`src/rx_status_defines.vh`:
```
// Constants for the receive status word and receiver control logic
`ifndef RX_STATUS_DEFINES_VH
`define RX_STATUS_DEFINES_VH

// Status word bit positions
`define ST_FILT      30
`define ST_LEN_HI    29
`define ST_LEN_LO    16
`define ST_ERR_SUM   15
`define ST_BCAST     13
`define ST_SIZE_BAD  12
`define ST_RUNT      11
`define ST_MCAST     10
`define ST_LONG      7
`define ST_LCOL      6
`define ST_FTYPE     5
`define ST_WDOG      4
`define ST_MIIERR    3
`define ST_DRIB      2
`define ST_CRC       1

// Frame size limits in bytes
`define RUNT_BYTES   14'h0040
`define MAX_FRAME    14'h05ee
`define HDR_BYTES    14'h000e
`define WDOG_BYTES   14'h0800
`define LEN_OVERHEAD 16'h0012
`define MIN_PAYLOAD  16'h002e
`define TYPE_LIMIT   16'h05dc
`define BYTE_CNT_MAX 14'h3fff
`define IDX_DA_END   14'h0006
`define IDX_TYPE_HI  14'h000c
`define IDX_TYPE_LO  14'h000d

// CRC, reflected form; residue seen after the FCS has been shifted in
`define CRC_INIT     32'hffffffff
`define CRC_POLY     32'hedb88320
`define CRC_RESIDUE  32'hdebb20e3

// Line nibble and byte values
`define NIB_SFD      4'hd
`define BYTE_ONES    8'hff

// Status FIFO geometry
`define STAT_AW      4
`define STAT_DEPTH   16

// Receive state codes
`define RS_IDLE      2'h0
`define RS_PRE       2'h1
`define RS_DATA      2'h2
`define RS_WAIT      2'h3

`endif

```
`src/rx_status_ctrl.v`:
```
// Receive frame parser, status word builder, status FIFO and halt control
`timescale 1ns/100ps
`include "rx_status_defines.vh"

module rx_status_ctrl (
	// Clock and reset
	input  wire        clk_i,
	input  wire        rst_b_i,
	// MII receive pins
	input  wire [3:0]  mii_rxd_i,
	input  wire        mii_rx_dv_i,
	input  wire        mii_rx_er_i,
	input  wire        mii_col_i,
	// Control bits from the MAC control register
	input  wire        receive_enable_i,
	input  wire        pass_bad_frames_i,
	// Address filter verdict, valid at frame end
	input  wire        filter_fail_i,
	// Host side of the FIFOs
	input  wire        stat_rd_i,
	input  wire        stat_flush_i,
	input  wire        data_underrun_i,
	input  wire        fault_clr_i,
	// Frame data toward the data FIFO
	output reg  [7:0]  data_byte_o,
	output reg         data_valid_o,
	output reg         frame_done_o,
	output reg         frame_drop_o,
	// Status FIFO read port
	output wire [31:0] stat_word_o,
	output wire        stat_empty_o,
	output reg  [4:0]  stat_count_o,
	// Receiver state and events
	output reg         receive_fault_flag_o,
	output reg         receive_halt_pulse_o,
	output wire        receive_active_o
);

	// Pin synchronisers
	reg  [6:0]  pin_s1_r;
	reg  [6:0]  pin_s2_r;
	wire [3:0]  rxd;
	wire        dv;
	wire        er;
	wire        col;

	// Frame parser state
	reg  [1:0]  state_r;
	reg  [1:0]  state_nxt;
	reg         phase_r;
	reg  [3:0]  lo_nib_r;
	reg  [13:0] byte_cnt_r;
	reg         bcast_r;
	reg         mcast_r;
	reg  [7:0]  type_hi_r;
	reg  [7:0]  type_lo_r;
	reg         mii_err_r;
	reg         lcol_r;
	reg         wdog_r;
	reg  [31:0] crc_r;
	reg  [31:0] crc_byte_r;
	wire [31:0] crc_step;
	wire [7:0]  cur_byte;
	wire        byte_done;
	wire        frame_end;
	wire        wdog_hit;

	// Status word terms
	wire        runt;
	wire        too_long;
	wire [15:0] type_val;
	wire [15:0] payload;
	wire        has_hdr;
	wire        ftype;
	wire        size_bad;
	wire        drib;
	wire        crc_err;
	wire        err_sum;
	reg  [31:0] stat_nxt;
	wire        keep_frame;

	// Status FIFO
	reg  [`STAT_AW:0] wr_ptr_r;
	reg  [`STAT_AW:0] rd_ptr_r;
	wire        stat_full;
	wire        push_req;
	wire        push_ok;
	wire        pop_ok;

	// Halt tracking
	reg         halted_r;
	wire        halted_nxt;

	// Two flops ahead of any logic on the pin inputs
	always @(posedge clk_i or negedge rst_b_i) begin
		if (!rst_b_i) begin
			pin_s1_r <= 7'h00;
			pin_s2_r <= 7'h00;
		end else begin
			pin_s1_r <= {mii_col_i, mii_rx_er_i, mii_rx_dv_i, mii_rxd_i};
			pin_s2_r <= pin_s1_r;
		end
	end

	assign rxd = pin_s2_r[3:0];
	assign dv  = pin_s2_r[4];
	assign er  = pin_s2_r[5];
	assign col = pin_s2_r[6];

	rx_crc_nibble i_rx_crc_nibble (
		.crc_i (crc_r),
		.nib_i (rxd),
		.crc_o (crc_step)
	);

	// Byte completes on the second nibble of a pair
	assign cur_byte  = {rxd, lo_nib_r};
	assign byte_done = (state_r == `RS_DATA) & dv & phase_r & ~wdog_hit;
	assign wdog_hit  = (byte_cnt_r >= `WDOG_BYTES);
	// End is seen a cycle after the last byte went out, two after a dribble nibble, so data leads
	assign frame_end = (state_r == `RS_DATA) & (~dv | wdog_hit);

	// Next state; a new frame only starts while reception is enabled
	always @* begin
		state_nxt = state_r;
		case (state_r)
		`RS_IDLE: begin
			if (dv & receive_enable_i)
				state_nxt = `RS_PRE;
		end
		`RS_PRE: begin
			if (!dv)
				state_nxt = `RS_IDLE;
			else if (rxd == `NIB_SFD)
				state_nxt = `RS_DATA;
		end
		`RS_DATA: begin
			if (wdog_hit)
				state_nxt = `RS_WAIT;
			else if (!dv)
				state_nxt = `RS_IDLE;
		end
		`RS_WAIT: begin
			if (!dv)
				state_nxt = `RS_IDLE;
		end
		default: state_nxt = `RS_IDLE;
		endcase
	end

	// Per-frame accumulators, cleared when the start delimiter arrives
	always @(posedge clk_i or negedge rst_b_i) begin
		if (!rst_b_i) begin
			state_r    <= `RS_IDLE;
			phase_r    <= 1'b0;
			lo_nib_r   <= 4'h0;
			byte_cnt_r <= 14'h0000;
			bcast_r    <= 1'b0;
			mcast_r    <= 1'b0;
			type_hi_r  <= 8'h00;
			type_lo_r  <= 8'h00;
			mii_err_r  <= 1'b0;
			lcol_r     <= 1'b0;
			wdog_r     <= 1'b0;
			crc_r      <= `CRC_INIT;
			crc_byte_r <= `CRC_INIT;
		end else begin
			state_r <= state_nxt;
			if (state_r == `RS_PRE) begin
				phase_r    <= 1'b0;
				byte_cnt_r <= 14'h0000;
				bcast_r    <= 1'b1;
				mcast_r    <= 1'b0;
				type_hi_r  <= 8'h00;
				type_lo_r  <= 8'h00;
				mii_err_r  <= er;
				lcol_r     <= 1'b0;
				wdog_r     <= 1'b0;
				crc_r      <= `CRC_INIT;
				crc_byte_r <= `CRC_INIT;
			end else if ((state_r == `RS_DATA) & dv & ~wdog_hit) begin
				phase_r <= ~phase_r;
				crc_r   <= crc_step;
				if (er)
					mii_err_r <= 1'b1;
				if (col & (byte_cnt_r >= `RUNT_BYTES))
					lcol_r <= 1'b1;
				if (!phase_r)
					lo_nib_r <= rxd;
			end
			if (byte_done) begin
				// No truncation past the long-frame size; count saturates
				if (byte_cnt_r != `BYTE_CNT_MAX)
					byte_cnt_r <= byte_cnt_r + 14'h0001;
				crc_byte_r <= crc_step;
				if (byte_cnt_r < `IDX_DA_END)
					bcast_r <= bcast_r & (cur_byte == `BYTE_ONES);
				if (byte_cnt_r == 14'h0000)
					mcast_r <= cur_byte[0];
				if (byte_cnt_r == `IDX_TYPE_HI)
					type_hi_r <= cur_byte;
				if (byte_cnt_r == `IDX_TYPE_LO)
					type_lo_r <= cur_byte;
			end
			if ((state_r == `RS_DATA) & wdog_hit)
				wdog_r <= 1'b1;
		end
	end

	// Status terms, all settled from registers at the end cycle
	assign runt     = (byte_cnt_r < `RUNT_BYTES);
	assign too_long = (byte_cnt_r > `MAX_FRAME);
	assign type_val = {type_hi_r, type_lo_r};
	assign has_hdr  = (byte_cnt_r >= `HDR_BYTES);
	assign ftype    = has_hdr & (type_val > `TYPE_LIMIT);
	assign payload  = {2'b00, byte_cnt_r} - `LEN_OVERHEAD;
	// Short payloads are padded, so compare against the minimum instead
	assign size_bad = has_hdr & ~ftype &
		((type_val >= `MIN_PAYLOAD) ? (payload != type_val)
		                            : (payload != `MIN_PAYLOAD));
	// An odd nibble is four dribble bits, enough in either speed mode
	assign drib     = phase_r & ~lcol_r;
	// CRC checked at the last whole byte so dribble bits do not spoil it
	assign crc_err  = (crc_byte_r != `CRC_RESIDUE) | mii_err_r;
	assign err_sum  = runt | too_long | lcol_r | crc_err;

	// Reserved positions stay at their zero default
	always @* begin
		stat_nxt = 32'h00000000;
		stat_nxt[`ST_FILT]                 = filter_fail_i;
		stat_nxt[`ST_LEN_HI:`ST_LEN_LO]    = byte_cnt_r;
		stat_nxt[`ST_ERR_SUM]              = err_sum;
		stat_nxt[`ST_BCAST]                = bcast_r;
		stat_nxt[`ST_SIZE_BAD]             = size_bad;
		stat_nxt[`ST_RUNT]                 = runt;
		stat_nxt[`ST_MCAST]                = mcast_r & ~bcast_r;
		stat_nxt[`ST_LONG]                 = too_long;
		stat_nxt[`ST_LCOL]                 = lcol_r;
		stat_nxt[`ST_FTYPE]                = ftype;
		stat_nxt[`ST_WDOG]                 = wdog_r | wdog_hit;
		stat_nxt[`ST_MIIERR]               = mii_err_r;
		stat_nxt[`ST_DRIB]                 = drib;
		stat_nxt[`ST_CRC]                  = crc_err;
	end

	// Runts are dropped unless software asked to see bad frames
	assign keep_frame = ~runt | pass_bad_frames_i;

	// Data bytes and frame end markers toward the data FIFO
	always @(posedge clk_i or negedge rst_b_i) begin
		if (!rst_b_i) begin
			data_byte_o  <= 8'h00;
			data_valid_o <= 1'b0;
			frame_done_o <= 1'b0;
			frame_drop_o <= 1'b0;
		end else begin
			data_valid_o <= byte_done;
			if (byte_done)
				data_byte_o <= cur_byte;
			frame_done_o <= frame_end & keep_frame;
			frame_drop_o <= frame_end & ~keep_frame;
		end
	end

	// Status FIFO bookkeeping; push follows the last data byte
	assign push_req  = frame_end & keep_frame;
	assign stat_full = (wr_ptr_r[`STAT_AW] != rd_ptr_r[`STAT_AW]) &
		(wr_ptr_r[`STAT_AW-1:0] == rd_ptr_r[`STAT_AW-1:0]);
	assign stat_empty_o = (wr_ptr_r == rd_ptr_r);
	assign push_ok = push_req & ~stat_full;
	// An empty read returns stale data and is flagged, never advanced
	assign pop_ok  = stat_rd_i & ~stat_empty_o;

	always @(posedge clk_i or negedge rst_b_i) begin
		if (!rst_b_i) begin
			wr_ptr_r     <= 5'h00;
			rd_ptr_r     <= 5'h00;
			stat_count_o <= 5'h00;
		end else if (stat_flush_i) begin
			// Flush is meant for a stopped receiver only
			wr_ptr_r     <= 5'h00;
			rd_ptr_r     <= 5'h00;
			stat_count_o <= 5'h00;
		end else begin
			if (push_ok)
				wr_ptr_r <= wr_ptr_r + 5'h01;
			if (pop_ok)
				rd_ptr_r <= rd_ptr_r + 5'h01;
			stat_count_o <= (wr_ptr_r + {4'h0, push_ok}) -
				(rd_ptr_r + {4'h0, pop_ok});
		end
	end

	rx_stat_mem i_rx_stat_mem (
		.clk_i     (clk_i),
		.rst_b_i   (rst_b_i),
		.wr_en_i   (push_ok),
		.wr_addr_i (wr_ptr_r[`STAT_AW-1:0]),
		.wr_data_i (stat_nxt),
		.rd_en_i   (pop_ok),
		.rd_addr_i (rd_ptr_r[`STAT_AW-1:0]),
		.rd_data_o (stat_word_o)
	);

	// Sticky fault; a new event in the clear cycle wins over the clear
	always @(posedge clk_i or negedge rst_b_i) begin
		if (!rst_b_i)
			receive_fault_flag_o <= 1'b0;
		else
			receive_fault_flag_o <= (receive_fault_flag_o & ~fault_clr_i) |
				data_underrun_i | (stat_rd_i & stat_empty_o) |
				(push_req & stat_full);
	end
	// Nothing above gates the parser on the fault flag

	// Halted once enable is low and no frame is in flight
	assign halted_nxt = ~receive_enable_i & (state_r == `RS_IDLE);
	assign receive_active_o = ~halted_r;

	always @(posedge clk_i or negedge rst_b_i) begin
		if (!rst_b_i) begin
			halted_r             <= 1'b0;
			receive_halt_pulse_o <= 1'b0;
		end else begin
			halted_r             <= halted_nxt;
			receive_halt_pulse_o <= halted_nxt & ~halted_r;
		end
	end

endmodule

```
`src/rx_crc_nibble.v`:
```
// Nibble-wide reflected CRC-32 step for the receive path
`timescale 1ns/100ps
`include "rx_status_defines.vh"

module rx_crc_nibble (
	// Current remainder and incoming nibble
	input  wire [31:0] crc_i,
	input  wire [3:0]  nib_i,
	// Updated remainder
	output reg  [31:0] crc_o
);

	integer k;

	// Shift four bits, least significant first as they arrive on the line
	always @* begin
		crc_o = crc_i;
		for (k = 0; k < 4; k = k + 1) begin
			if (crc_o[0] ^ nib_i[k])
				crc_o = {1'b0, crc_o[31:1]} ^ `CRC_POLY;
			else
				crc_o = {1'b0, crc_o[31:1]};
		end
	end

endmodule

```
`src/rx_stat_mem.v`:
```
// Storage array for the receive status FIFO with registered read data
`timescale 1ns/100ps
`include "rx_status_defines.vh"

module rx_stat_mem (
	// Clock and reset
	input  wire                clk_i,
	input  wire                rst_b_i,
	// Write side
	input  wire                wr_en_i,
	input  wire [`STAT_AW-1:0] wr_addr_i,
	input  wire [31:0]         wr_data_i,
	// Read side
	input  wire                rd_en_i,
	input  wire [`STAT_AW-1:0] rd_addr_i,
	output reg  [31:0]         rd_data_o
);

	reg [31:0] mem_r [0:`STAT_DEPTH-1];

	// Array itself is not reset; pointers decide what is valid
	always @(posedge clk_i) begin
		if (wr_en_i)
			mem_r[wr_addr_i] <= wr_data_i;
	end

	// Read data held until the next read
	always @(posedge clk_i or negedge rst_b_i) begin
		if (!rst_b_i)
			rd_data_o <= 32'h00000000;
		else if (rd_en_i)
			rd_data_o <= mem_r[rd_addr_i];
	end

endmodule

```
`config.mk`:
```
export PLATFORM = sky130hd
export DESIGN_NAME = rx_status_ctrl
export DESIGN_NICKNAME = d
export VERILOG_FILES = /design/src/rx_status_ctrl.v /design/src/rx_crc_nibble.v /design/src/rx_stat_mem.v
export VERILOG_INCLUDE_DIRS = /design/src
export SDC_FILE = /design/constraint.sdc
export NUM_CORES = 1
export LEC_CHECK = 0
export ABC_AREA = 1
export ABC_CLOCK_PERIOD_IN_PS = 3800
export BUFFER_PORTS_ARGS = -buffer_cell sky130_fd_sc_hd__clkbuf_2
export CAP_MARGIN = 30
export CORE_MARGIN = 4
export CORE_UTILIZATION = 30
export CTS_BUF_LIST = sky130_fd_sc_hd__clkbuf_4 sky130_fd_sc_hd__clkbuf_8 sky130_fd_sc_hd__clkbuf_16
export DETAILED_ROUTE_END_ITERATION = 16
export GPL_ROUTABILITY_DRIVEN = 0
export PLACE_DENSITY_LB_ADDON = 0.25
export SYNTH_ARGS = -nofsm -noshare
export SYNTH_HDL_FRONTEND = slang
export SYNTH_SLANG_ARGS = --single-unit
export TNS_END_PERCENT = 5
```
`constraint.sdc`:
```
create_clock -name clk_i -period 3.8 [get_ports clk_i]
set_clock_uncertainty 0.15 [all_clocks]
set_input_delay 0 -clock clk_i [delete_from_list [all_inputs] [get_ports clk_i]]
set_output_delay 0 -clock clk_i [all_outputs]
set_load 0.05 [all_outputs]
```
==> results of run 1 <==
[critical path: cells and delay by family, from the launching register on]
kind,cells,cell delay (ps)
xor+xnor,1,180
fa+ha+maj,5,1880
flops,1,410
simple gates,5,420
buf+inv,1,120
[cell families (layout without fill, tap and decap cells)]
logic type               after synthesis  in the layout  synth area share (%)
flip-flops                           608            608                 69.21
buffers and inverters                244            391                 3.909
other                                  1              5               0.01487
AO/OA/AOI/OAI                        548            548                 12.57
adder cells (fa/ha/maj)               20             20                 1.081
XOR/XNOR                              55             55                 2.267
AND/OR/NAND/NOR                      662            662                 10.95
[how the worst max path moves through the flow]
stage           startpoint              end  slack [ps]  cells past startpoint
6_report       wr_ptr_r[2]  stat_count_o[3]         520                     12
5_1_grt        wr_ptr_r[2]  stat_count_o[4]         250                     14
4_1_cts        wr_ptr_r[2]  stat_count_o[4]         540                     14
3_5_place_dp   wr_ptr_r[2]  stat_count_o[4]         570                     14
3_3_place_gp   wr_ptr_r[2]  stat_count_o[4]         590                     14
2_1_floorplan  wr_ptr_r[2]  stat_count_o[3]         510                     14
[cell usage after synthesis (all sizes together) (2+ instances only)]
| master | number | area (µm²) |
|---|---|---|
| nand3b | 3 | 22.52 |
| o21ai | 299 | 1496 |
| edfxtp | 432 | 12970 |
| a21oi | 57 | 304.0 |
| a31oi | 24 | 150.1 |
| nand4 | 11 | 68.82 |
| fa | 3 | 60.06 |
| buf | 40 | 220.2 |
| o22ai | 84 | 525.5 |
| dfrtp | 112 | 2803 |
| o22a | 5 | 43.79 |
| ha | 17 | 212.7 |
| dfstp | 64 | 1682 |
| a22oi | 4 | 30.03 |
| xor2 | 33 | 315.3 |
| inv | 119 | 446.7 |
| nor4 | 6 | 37.54 |
| xnor2 | 22 | 256.5 |
| nor3 | 27 | 135.1 |
| nand3 | 83 | 432.9 |
| o211ai | 27 | 202.7 |
| o221ai | 33 | 289.0 |
| clkbuf | 83 | 311.6 |
| clkinv | 2 | 7.510 |
| nand2 | 182 | 698.2 |
| nor3b | 2 | 15.01 |
| nor2 | 346 | 1340 |
| a41oi | 8 | 70.07 |
[what timing repair did]
action                    in CTS  in global routing
hold endpoints to repair     204                  0
hold buffers                  24                  0
setup buffers                  0                  0
[metal layers]
metal  share of wire, %  vias to the layer above  wire length [µm]  global-route usage (%)
met4                2.8                        0              1969                   4.513
met3                5.0                      139              3569                   2.441
li1                   -                     7867                 -                       -
met2                 48                      459             34380                   26.75
met1                 44                     8628             31270                   21.17
met5                  0                        -                 0                       0
[state kept, by name, summed over array words and instances (netlist names), 7 cells and up]
name,flops
byte_cnt_r,14
crc_byte_r,32
crc_r,32
data_byte_o,8
i_rx_stat_mem.mem_r,432
i_rx_stat_mem.rd_data_o,27
pin_s1_r,7
pin_s2_r,7
type_hi_r,8
type_lo_r,8
[cell usage in the layout, fill, tap and decap left out, types with 24 or more instances in the layout]
cell type,synthesis,layout
nor3_1,27,27
edfxtp_1,432,432
dfstp_2,64,64
a31oi_1,24,24
nand2_1,176,176
o21ai_0,271,271
nand3_1,81,81
o221ai_1,33,33
buf_4,10,46
clkbuf_16,0,69
o21ai_1,28,28
dfrtp_1,112,109
inv_1,107,106
o211ai_1,27,27
o22ai_1,84,84
xor2_1,31,31
nor2_1,339,321
a21oi_1,52,52
clkbuf_2,0,61
[power breakdown]
| group | total, mW | leakage, nW | switching, mW | internal, mW |
|---|---|---|---|---|
| registers | 8.23 | 6.05 | 0.443 | 7.79 |
| logic | 4.66 | 3.61 | 3.34 | 1.32 |
| clock network | 6.76 | 1.15 | 2.70 | 4.06 |
| total | 19.7 | 10.8 | 6.48 | 13.2 |
[area by class of cell]
class | instances | area (µm²) | area share [%]
clock buffers | 92 | 1962 | 6.599
clock inverters | 31 | 349.1 | 1.174
inverters | 121 | 459.2 | 1.545
multi-input cells | 1290 | 6922 | 23.28
flip-flops and latches | 608 | 17470 | 58.75
well taps | 1080 | 1351 | 4.545
repair buffers | 147 | 1221 | 4.108
==> metrics.md, run 1 <==
| Metric | Value |
|---|---|
| HPWL Detailed | `40.66 mm` |
| Gate count of the mapped netlist | `2138` |
| Leakage | `10.80 nW` |
| Tmin final | `3281 ps` |
| CTS Buf Count | `67` |
| Share of layout cells above drive strength 1 | `15.95%` |
| Pwr/cell area | `661.0 nW/µm²` |
| Reg2Reg Depth | `12` |
| Area delta synth->final | `17.86%` |
| Clock sinks | `608` |
| Cell Area, Placed | `27160 µm²` |
| Vias | `17.09k` |
| CP cell instances | `inv_1 > ha_1 > nand3_1 > nor3_1 > nand2_1 > nand2_1 > fa_1 > fa_1 > ha_1 > fa_1 > xnor2_1 > nor2_1` |
| Io pins | `68` |
| Pre-antenna DRT Iters | `5` |
| Worst vdd rail ir drop | `0.0004526 V` |
| Worst reg-to-reg setup slack | `520 ps` |
| Vert. Die Dim | `298.0 µm` |
| #FFs+latches synth | `608` |
| Via/cell ratio | `5.074` |
| R2r startpoint | `wr_ptr_r[2]` |
| Net count, final | `2271` |
| CTS tree | `built` |
| Seq/Total Area, Yosys | `69.21%` |
| Min-Delay Path Depth | `3` |
| First-pass GRT wire length | `107.7 mm` |
| CP arrival | `3620 ps` |
| Max-slew violation count | `0` |
| Largest fanout on the critical path | `5` |
| Htree depth | `3` |
| Final non-filler cell area | `29730 µm²` |
| Library cells used by synthesis | `53` |
| Most frequent cell on the critical path | `fa_1` |
| Vias in the first global route | `17.09k` |
| CP max-delay cell | `fa_1` |
| DP Cell Count | `3222` |
| Final hold vios | `0` |
| Initial antenna violation count | `1` |
| Drt wl/cell | `21.13 µm` |
| RR Endpoint | `stat_count_o[3]` |
| Max-cap violation count | `0` |
| Gr usage total | `15.82%` |
| WP data required | `4140 ps` |
| Die width | `298.0 µm` |
| Post_cts resized | `0` |
| Fillcell total | `8160` |
| Worst-path clk slew | `60 ps` |
| F_max | `304.8 MHz` |
| Diode count | `0` |
| CTS Buffer Depth | `3` |
| Synth warnings | `0` |
| Crit Path Class | `reg -> reg` |
| # DRC | `0` |
| Ys async rst share | `28.95%` |
| Initial DRC count | `1436` |
| Synth Cell Area | `25220 µm²` |
| Min Hold Slack | `72.64 ps` |
| Number of flops mapped to enable cells by yosys | `432` |
| Post-Place Worst Slack | `574.3 ps` |
| Final WS setup | `519.2 ps` |
| Syn_area_per_cell | `11.80 µm²` |
| Site row count | `106` |
| Primary FF master, synth | `edfxtp_1` |
| Period utilization | `86.34%` |
| Hold WC Path Type | `in -> reg` |
| WHS Endpoint | `frame_drop_o` |
| Slew headroom | `28.60%` |
| DIE AREA | `88780 µm²` |
| GRT Residual Overflow | `0` |
| Clk root buf | `clkbuf_16` |
| Clock Latency Late Sink | `600 ps` |
| Largest net degree at the start of global routing | `219` |
| Final wirelength | `71.19 mm` |
| Max stage delay on crit path | `450 ps` |
| CP Capture Type | `register` |
| Status | `completed` |
| Port Buffers | `62` |
| Final Util | `35.58%` |
| Sum Neg Setup Slack | `0 ps` |
| Non-Filler Instances | `3369` |
| # setup viols final | `0` |
| Slew @ Worst Pin | `1071 ps` |
| Crit start category | `register` |
| Initial Utilization | `30.19%` |
| Post-DRT Antenna Nets | `0` |
| RSZ-0062 raised after global routing | `no` |
| Total Power | `19.65 mW` |
| Hold Crit Start | `pass_bad_frames_i` |
| Core ar. | `83560 µm²` |
(Power assumes the default switching activity.)
==> run 2, diff against run 1 <==
--- a/config.mk
+++ b/config.mk
@@ -11,7 +11,7 @@
 export BUFFER_PORTS_ARGS = -buffer_cell sky130_fd_sc_hd__clkbuf_2
 export CAP_MARGIN = 30
 export CORE_MARGIN = 4
-export CORE_UTILIZATION = 30
+export CORE_UTILIZATION = 40
 export CTS_BUF_LIST = sky130_fd_sc_hd__clkbuf_4 sky130_fd_sc_hd__clkbuf_8 sky130_fd_sc_hd__clkbuf_16
 export DETAILED_ROUTE_END_ITERATION = 16
 export GPL_ROUTABILITY_DRIVEN = 0
==> metrics.md, run 2 (synthesized netlist as in run 1, its figures left out) <==
| Metric | Value |
|---|---|
| # setup viols final | `0 (unchanged)` |
| HPWL Detailed | `37.97 mm (was 40.66 mm)` |
| Leakage | `10.66 nW (was 10.80 nW)` |
| Largest register FFs | `432 (unchanged)` |
| Share of layout cells above drive strength 1 | `15.42% (was 15.95%)` |
| Top reg by flops | `i_rx_stat_mem.mem_r (unchanged)` |
| Biggest regs | `i_rx_stat_mem.mem_r: 432 flops, crc_byte_r: 32 flops, crc_r: 32 flops (unchanged)` |
| Worst vdd rail ir drop | `0.0005726 V (was 0.0004526 V)` |
| Worst-path clk slew | `70 ps (was 60 ps)` |
| Met3 wire length | `3.896 mm (was 3.569 mm)` |
| Status | `completed (unchanged)` |
| Max-cap violation count | `0 (unchanged)` |
| Commonest non-fill, non-tap cell in the layout | `edfxtp_1 (unchanged)` |
| Port Buffers | `62 (unchanged)` |
| Post-DRT Antenna Nets | `0 (unchanged)` |
| CP arrival | `3540 ps (was 3620 ps)` |
| CP cell instances | `inv_1 > ha_1 > nand3_1 > nor3_1 > nand2_1 > nand2_1 > fa_1 > fa_1 > ha_1 > fa_1 > xnor2_1 > nor2_1 (unchanged)` |
| Crit start category | `register (unchanged)` |
| Drt wl/cell | `21.47 µm (was 21.13 µm)` |
| Vert. Die Dim | `259.1 µm (was 298.0 µm)` |
| Initial Utilization | `40.65% (was 30.19%)` |
| Internal power | `12.67 mW (was 13.17 mW)` |
| Tmin final | `3175 ps (was 3281 ps)` |
| Area delta synth->final | `15.46% (was 17.86%)` |
| Largest fanout on the critical path | `5 (unchanged)` |
| Die width | `259.1 µm (was 298.0 µm)` |
| Initial DRC count | `1481 (was 1436)` |
| Post-CTS repair timing setup buffer count | `0 (unchanged)` |
| Pre-antenna DRT Iters | `6 (was 5)` |
| Initial antenna violation count | `1 (unchanged)` |
| Total Power | `18.94 mW (was 19.65 mW)` |
| Crit Path Class | `reg -> reg (unchanged)` |
| Largest net degree at the start of global routing | `219 (unchanged)` |
| Gr usage total | `19.75% (was 15.82%)` |
| F_max | `315.0 MHz (was 304.8 MHz)` |
| Crit. path cell count | `12 (unchanged)` |
| GRT Residual Overflow | `0 (unchanged)` |
| WP data required | `4170 ps (was 4140 ps)` |
| Power share of the clock group | `32.6% (was 34.4%)` |
| Period utilization | `83.55% (was 86.34%)` |
| Reg power frac | `43.3% (was 41.9%)` |
| Met1 Wirelength | `29.11 mm (was 31.27 mm)` |
| Max-slew violation count | `0 (unchanged)` |
| Max stage delay on crit path | `450 ps (about the same)` |
| Fillcell total | `5529 (was 8160)` |
| Clk root buf | `clkbuf_16 (unchanged)` |
| RSZ-0062 raised after global routing | `no (unchanged)` |
| Min Hold Slack | `116.8 ps (was 72.64 ps)` |
| # DRC | `0 (unchanged)` |
| Final non-filler cell area | `29120 µm² (was 29730 µm²)` |
| WL met2 | `32.16 mm (was 34.38 mm)` |
| CTS hold repair buffers | `26 (was 24)` |
| Core ar. | `62050 µm² (was 83560 µm²)` |
| Reg2Reg Depth | `12 (unchanged)` |
| DP Cell Count | `2971 (was 3222)` |
| Most frequent cell on the critical path | `fa_1 (unchanged)` |
| Final hold vios | `0 (unchanged)` |
| Io pins | `68 (unchanged)` |
| Final wirelength | `66.84 mm (was 71.19 mm)` |
| CTS tree | `built (unchanged)` |
| Critical path capture point | `stat_count_o[3] (unchanged)` |
| Via/cell ratio | `5.452 (was 5.074)` |
| Sw Share | `33.10% (was 32.98%)` |
| Vias in the first global route | `16.90k (was 17.09k)` |
| First-pass GRT wire length | `102.5 mm (was 107.7 mm)` |
| Comb pwr share | `24.1% (was 23.7%)` |
| Post_cts resized | `0 (unchanged)` |
| Sum Neg Setup Slack | `0 ps (unchanged)` |
| Clock sinks | `608 (unchanged)` |
| CTS Buffer Depth | `3 (unchanged)` |
| Hold WC Path Type | `in -> reg (unchanged)` |
| CTS Buf Count | `61 (was 67)` |
| Sw power | `6.269 mW (was 6.481 mW)` |
| RR Endpoint | `stat_count_o[3] (unchanged)` |
| R2r startpoint | `wr_ptr_r[2] (unchanged)` |
| Htree depth | `2 (was 3)` |
| Non-Filler Instances | `3113 (was 3369)` |
| Most frequent cells in the layout | `432 x edfxtp_1, 320 x nor2_1, 271 x o21ai_0, 176 x nand2_1, 109 x dfrtp_1 (was 432 x edfxtp_1, 321 x nor2_1, 271 x o21ai_0, 176 x nand2_1, 109 x dfrtp_1)` |
| DIE AREA | `67140 µm² (was 88780 µm²)` |
| Net count, final | `2259 (was 2271)` |
| Worst reg-to-reg setup slack | `630 ps (was 520 ps)` |
| CP top delay family | `adder cells (unchanged)` |
| Vias | `16.97k (was 17.09k)` |
| Site row count | `91 (was 106)` |
| CP startpoint | `wr_ptr_r[2] (unchanged)` |
| Diode count | `0 (unchanged)` |
| Max Used Layer | `met5 (was met4)` |
| Pwr/cell area | `650.4 nW/µm² (was 661.0 nW/µm²)` |
| CP max-delay cell | `fa_1 (unchanged)` |
| CP Capture Type | `register (unchanged)` |
| Slew headroom | `33.59% (was 28.60%)` |
| Cell Area, Placed | `26750 µm² (was 27160 µm²)` |
| Clock Latency Late Sink | `640 ps (was 600 ps)` |
| Buf+Inv Stages, Crit Path | `1 (unchanged)` |
| Slew @ Worst Pin | `996.1 ps (was 1071 ps)` |
==> run 2: cell count changes in the layout (fill, tap and decap cells not counted), sizes merged <==
| cell | before | now |
|---|---|---|
| clkinv | 20 | 24 |
| bufinv | 6 | 4 |
| buf | 62 | 54 |
| clkinvlp | 2 | 1 |
| inv | 124 | 122 |
| dlygate4sd3 | 23 | 25 |
| clkbuf | 154 | 148 |
==> run 2: metrics by stage <==
step / worst slack [ps] / utilization (%)
3_3_place_gp: 662.3 / 43.09
3_5_place_dp: 625.2 / 43.11
4_1_cts: 611.1 / 46.93
5_1_grt: 271.9 / 46.93
2_1_floorplan: 506.5 / -
6_report: 625.1 / 46.93
==> run 2: cell type report <==
class,instances,area [µm²],share of cell area (%)
sequential,608,17460,59.96
multi-input combinational,1290,6924,23.78
clock buffer,86,1799,6.178
timing repair buffer,141,1136,3.901
tap,837,1047,3.596
inverter,121,459.2,1.577
clock inverter,30,294.0,1.010
==> run 2: worst min-delay path by stage <==
| stage | start | end | slack (ps) | depth (start not counted) |
|---|---|---|---|---|
| 6_report | stat_flush_i | stat_count_o[2] | 120 | 3 |
| 5_1_grt | stat_flush_i | stat_count_o[2] | 80 | 3 |
| 4_1_cts | stat_flush_i | stat_count_o[2] | 60 | 3 |
| 3_5_place_dp | rst_b_i | type_hi_r[2] | -50 | 1 |
| 3_3_place_gp | rst_b_i | type_hi_r[2] | -70 | 1 |
| 2_1_floorplan | rst_b_i | bcast_r | -450 | 0 |
==> run 2: power groups by stage <==
stage | logic [mW] | registers [mW] | clock network (mW)
finish | 4.57 | 8.20 | 6.17
global route | 5.03 | 8.26 | 6.59
CTS | 4.60 | 8.21 | 6.28
floorplan | 2.73 | 8.81 | 0
global placement | 4.50 | 8.33 | 0
detailed placement | 4.57 | 8.34 | 0
==> run 2: routing by layer <==
layer | GRT usage (%) | up-vias
met1 | 27.00 | 8497
met4 | 5.352 | 2
met5 | 0 | -
met3 | 3.580 | 113
met2 | 32.77 | 533
li1 | - | 7827
==> run 2: worst min-delay path, stage by stage <==
cell and delay, ps:
dlygate4sd3_1 530, clkbuf_2 260, nor2_1 80
==> run 3, diff against run 2 <==
--- a/config.mk
+++ b/config.mk
@@ -7,7 +7,7 @@
 export NUM_CORES = 1
 export LEC_CHECK = 0
 export ABC_AREA = 1
-export ABC_CLOCK_PERIOD_IN_PS = 3800
+export ABC_CLOCK_PERIOD_IN_PS = 2600
 export BUFFER_PORTS_ARGS = -buffer_cell sky130_fd_sc_hd__clkbuf_2
 export CAP_MARGIN = 30
 export CORE_MARGIN = 4
==> constraint.sdc (replaced) <==
create_clock -name clk_i -period 2.6 [get_ports clk_i]
set_clock_uncertainty 0.15 [all_clocks]
set_input_delay 0 -clock clk_i [delete_from_list [all_inputs] [get_ports clk_i]]
set_output_delay 0 -clock clk_i [all_outputs]
set_load 0.05 [all_outputs]
==> metrics.md, run 3 (synthesized netlist as in run 1, its figures left out) <==
| Metric | Value |
|---|---|
| Initial antenna violation count | `4 (was 1)` |
| Vias in the first global route | `17.21k (was 16.90k)` |
| First-pass GRT wire length | `104.3 mm (was 102.5 mm)` |
| Crit start category | `register (unchanged)` |
| CP arrival | `3160 ps (was 3540 ps)` |
| Hold Crit Start | `pass_bad_frames_i (was stat_flush_i)` |
| GRT Residual Overflow | `0 (unchanged)` |
| Vert. Die Dim | `259.1 µm (unchanged)` |
| Internal power | `19.04 mW (was 12.67 mW)` |
| Reg power frac | `42.0% (was 43.3%)` |
| Port Buffers | `62 (unchanged)` |
| Max-cap violation count | `0 (unchanged)` |
| Period utilization | `108.3% (was 83.55%)` |
| Slew headroom | `29.03% (was 33.59%)` |
| R2r startpoint | `wr_ptr_r[2] (unchanged)` |
| Failing checks | `setup timing` |
| HPWL Detailed | `40.42 mm (was 37.97 mm)` |
| DP Cell Count | `3057 (was 2971)` |
| Die width | `259.1 µm (unchanged)` |
| Core ar. | `62050 µm² (unchanged)` |
| Biggest regs | `i_rx_stat_mem.mem_r: 432 flops, crc_byte_r: 32 flops, crc_r: 32 flops (unchanged)` |
| CTS Buf Count | `61 (unchanged)` |
| CP Capture Type | `register (unchanged)` |
| Tmin final | `2816 ps (was 3175 ps)` |
| Most frequent cell on the critical path | `fa_2 (was fa_1)` |
| RR Endpoint | `stat_count_o[2] (was stat_count_o[3])` |
| Site row count | `91 (unchanged)` |
| CP max-delay cell | `fa_2 (was fa_1)` |
| Top reg by flops | `i_rx_stat_mem.mem_r (unchanged)` |
| Largest net degree at the start of global routing | `219 (unchanged)` |
| Min-Delay Path Depth | `3 (unchanged)` |
| Diode count | `0 (unchanged)` |
| Pre-antenna DRT Iters | `7 (was 6)` |
| RSZ-0062 raised after global routing | `yes (was no)` |
| Comb pwr share | `25.4% (was 24.1%)` |
| WHS Endpoint | `frame_drop_o (was stat_count_o[2])` |
| Max-slew violation count | `0 (unchanged)` |
| Status | `finished, violations left (was completed)` |
| Initial DRC count | `1491 (was 1481)` |
| Fillcell total | `5546 (was 5529)` |
| Power share of the clock group | `32.5% (was 32.6%)` |
| CTS tree | `built (unchanged)` |
| Largest register FFs | `432 (unchanged)` |
| Sw power | `9.177 mW (was 6.269 mW)` |
| Sw Share | `32.53% (was 33.10%)` |
| Worst-path clk slew | `60 ps (was 70 ps)` |
| Most frequent cells in the layout | `432 x edfxtp_1, 320 x nor2_1, 270 x o21ai_0, 171 x nand2_1, 124 x buf_4 (was 432 x edfxtp_1, 320 x nor2_1, 271 x o21ai_0, 176 x nand2_1, 109 x dfrtp_1)` |
| Gr usage total | `20.04% (was 19.75%)` |
| Htree depth | `2 (unchanged)` |
| CP cell instances | `inv_2 > ha_4 > nand3_2 > nor3_2 > nand2_1 > nand2_2 > fa_2 > fa_2 > ha_4 > fa_2 > inv_2 > nor2_2 (was inv_1 > ha_1 > nand3_1 > nor3_1 > nand2_1 > nand2_1 > fa_1 > fa_1 > ha_1 > fa_1 > xnor2_1 > nor2_1)` |
| Reg2Reg Depth | `12 (unchanged)` |
| Commonest non-fill, non-tap cell in the layout | `edfxtp_1 (unchanged)` |
| DIE AREA | `67140 µm² (unchanged)` |
| Io pins | `68 (unchanged)` |
| Non-Filler Instances | `3206 (was 3113)` |
| # DRC | `0 (unchanged)` |
| Worst vdd rail ir drop | `0.001030 V (was 0.0005726 V)` |
| Share of layout cells above drive strength 1 | `19.59% (was 15.42%)` |
| Largest fanout on the critical path | `2 (was 5)` |
| F_max | `355.1 MHz (was 315.0 MHz)` |
| Drt wl/cell | `21.07 µm (was 21.47 µm)` |
| Max stage delay on crit path | `550 ps (was 450 ps)` |
| Clk root buf | `clkbuf_16 (unchanged)` |
| Area delta synth->final | `19.39% (was 15.46%)` |
| Post-Place Worst Slack | `-243.2 ps (was 625.2 ps)` |
| Vias | `17.34k (was 16.97k)` |
| Final WS setup | `-216.2 ps (was 625.1 ps)` |
| Final wirelength | `67.56 mm (was 66.84 mm)` |
| Clock sinks | `608 (unchanged)` |
| Final hold vios | `0 (unchanged)` |
| # setup viols final | `3 (was 0)` |
| CTS Buffer Depth | `3 (unchanged)` |
| Net count, final | `2354 (was 2259)` |
| Via/cell ratio | `5.409 (was 5.452)` |
| Crit Path Class | `reg -> reg (unchanged)` |
| Hold WC Path Type | `in -> reg (unchanged)` |
| Register area | `17470 µm² (was 17460 µm²)` |
| Multi-input gate area | `7022 µm² (was 6924 µm²)` |
| Pwr/cell area | `936.8 nW/µm² (was 650.4 nW/µm²)` |
| Post-DRT Antenna Nets | `0 (unchanged)` |
| Worst reg-to-reg setup slack | `-220 ps (was 630 ps)` |
| WP data required | `2940 ps (was 4170 ps)` |
| Slew @ Worst Pin | `1064 ps (was 996.1 ps)` |
| Clock Latency Late Sink | `620 ps (was 640 ps)` |
| Leakage | `11.36 nW (was 10.66 nW)` |
| Initial Utilization | `40.65% (unchanged)` |
[run 3: cell types whose count changed in the layout (fill, tap and decap cells not counted), moves of 4 or more]
cell / change
buf_4: +83
ha_4: +4
nand2_2: +5
bufinv_16: +6
inv_1: -5
buf_12: +7
clkinvlp_4: +5
clkbuf_8: -5
nand2_1: -5
ha_1: -5
[run 3: cell type report]
cell class	instances	area share, %
Inverter	121	1.558
Tap cell	837	3.477
Clock buffer	75	5.439
Timing Repair Buffer	236	6.648
Sequential cell	608	58.00
Multi-Input combinational cell	1290	23.32
Clock inverter	39	1.566
[run 3: how the worst max path moves through the flow]
stage	startpoint	end	slack, ps
finish	wr_ptr_r[2]	stat_count_o[2]	-220
CTS	wr_ptr_r[3]	stat_count_o[2]	-250
global route	wr_ptr_r[2]	stat_count_o[2]	-320
global placement	rd_ptr_r[3]	stat_count_o[4]	-270
floorplan	wr_ptr_r[2]	stat_count_o[2]	-440
detailed placement	rd_ptr_r[3]	stat_count_o[2]	-240
[run 3: timing repair]
item	CTS	global route
gates resized for setup	7	21
endpoints found under the setup margin	40	113
setup buffers	2	6
pin swaps	3	8
hold buffers	27	0
hold endpoints to repair	186	0
[run 3: per-stage QoR]
stage	TNS (ps)	total power, mW	util, %	hold WS, ps	instance area, µm²
4_1_cts	-661.2	28.39	48.31	9.153	29980
3_5_place_dp	-1681	19.13	44.38	-129.0	27540
2_1_floorplan	-91570	16.91	-	-445.6	25320
6_report	-511.0	28.21	48.53	43.08	30120
5_1_grt	-2672	29.56	48.53	34.73	30120
3_3_place_gp	-682.1	19.00	44.25	-133.0	27460
[run 3: routing by layer]
layer  vias to the layer above  GRT usage, %  wire [µm]
met4                         2         5.457       1646
met2                       527         33.69      32750
met5                         -             0         12
met3                       108         2.692       3833
met1                      8685         27.61      29320
li1                       8020             -          -
[run 3: worst max-delay path: cells and delay by family (launching register included)]
kind | cells | cell delay (ps)
adders and majority gates | 5 | 1690
and+or+nand+nor | 5 | 300
DFF | 1 | 400
buffers and inverters | 2 | 150
[run 3: power groups by stage]
stage / Clock, mW / Combinational (mW) / Sequential [mW]
global route: 9.75 / 7.87 / 11.9
finish: 9.18 / 7.18 / 11.9
CTS: 9.36 / 7.15 / 11.9
global placement: 0 / 6.96 / 12.0
detailed placement: 0 / 7.07 / 12.1
floorplan: 0 / 4.04 / 12.9
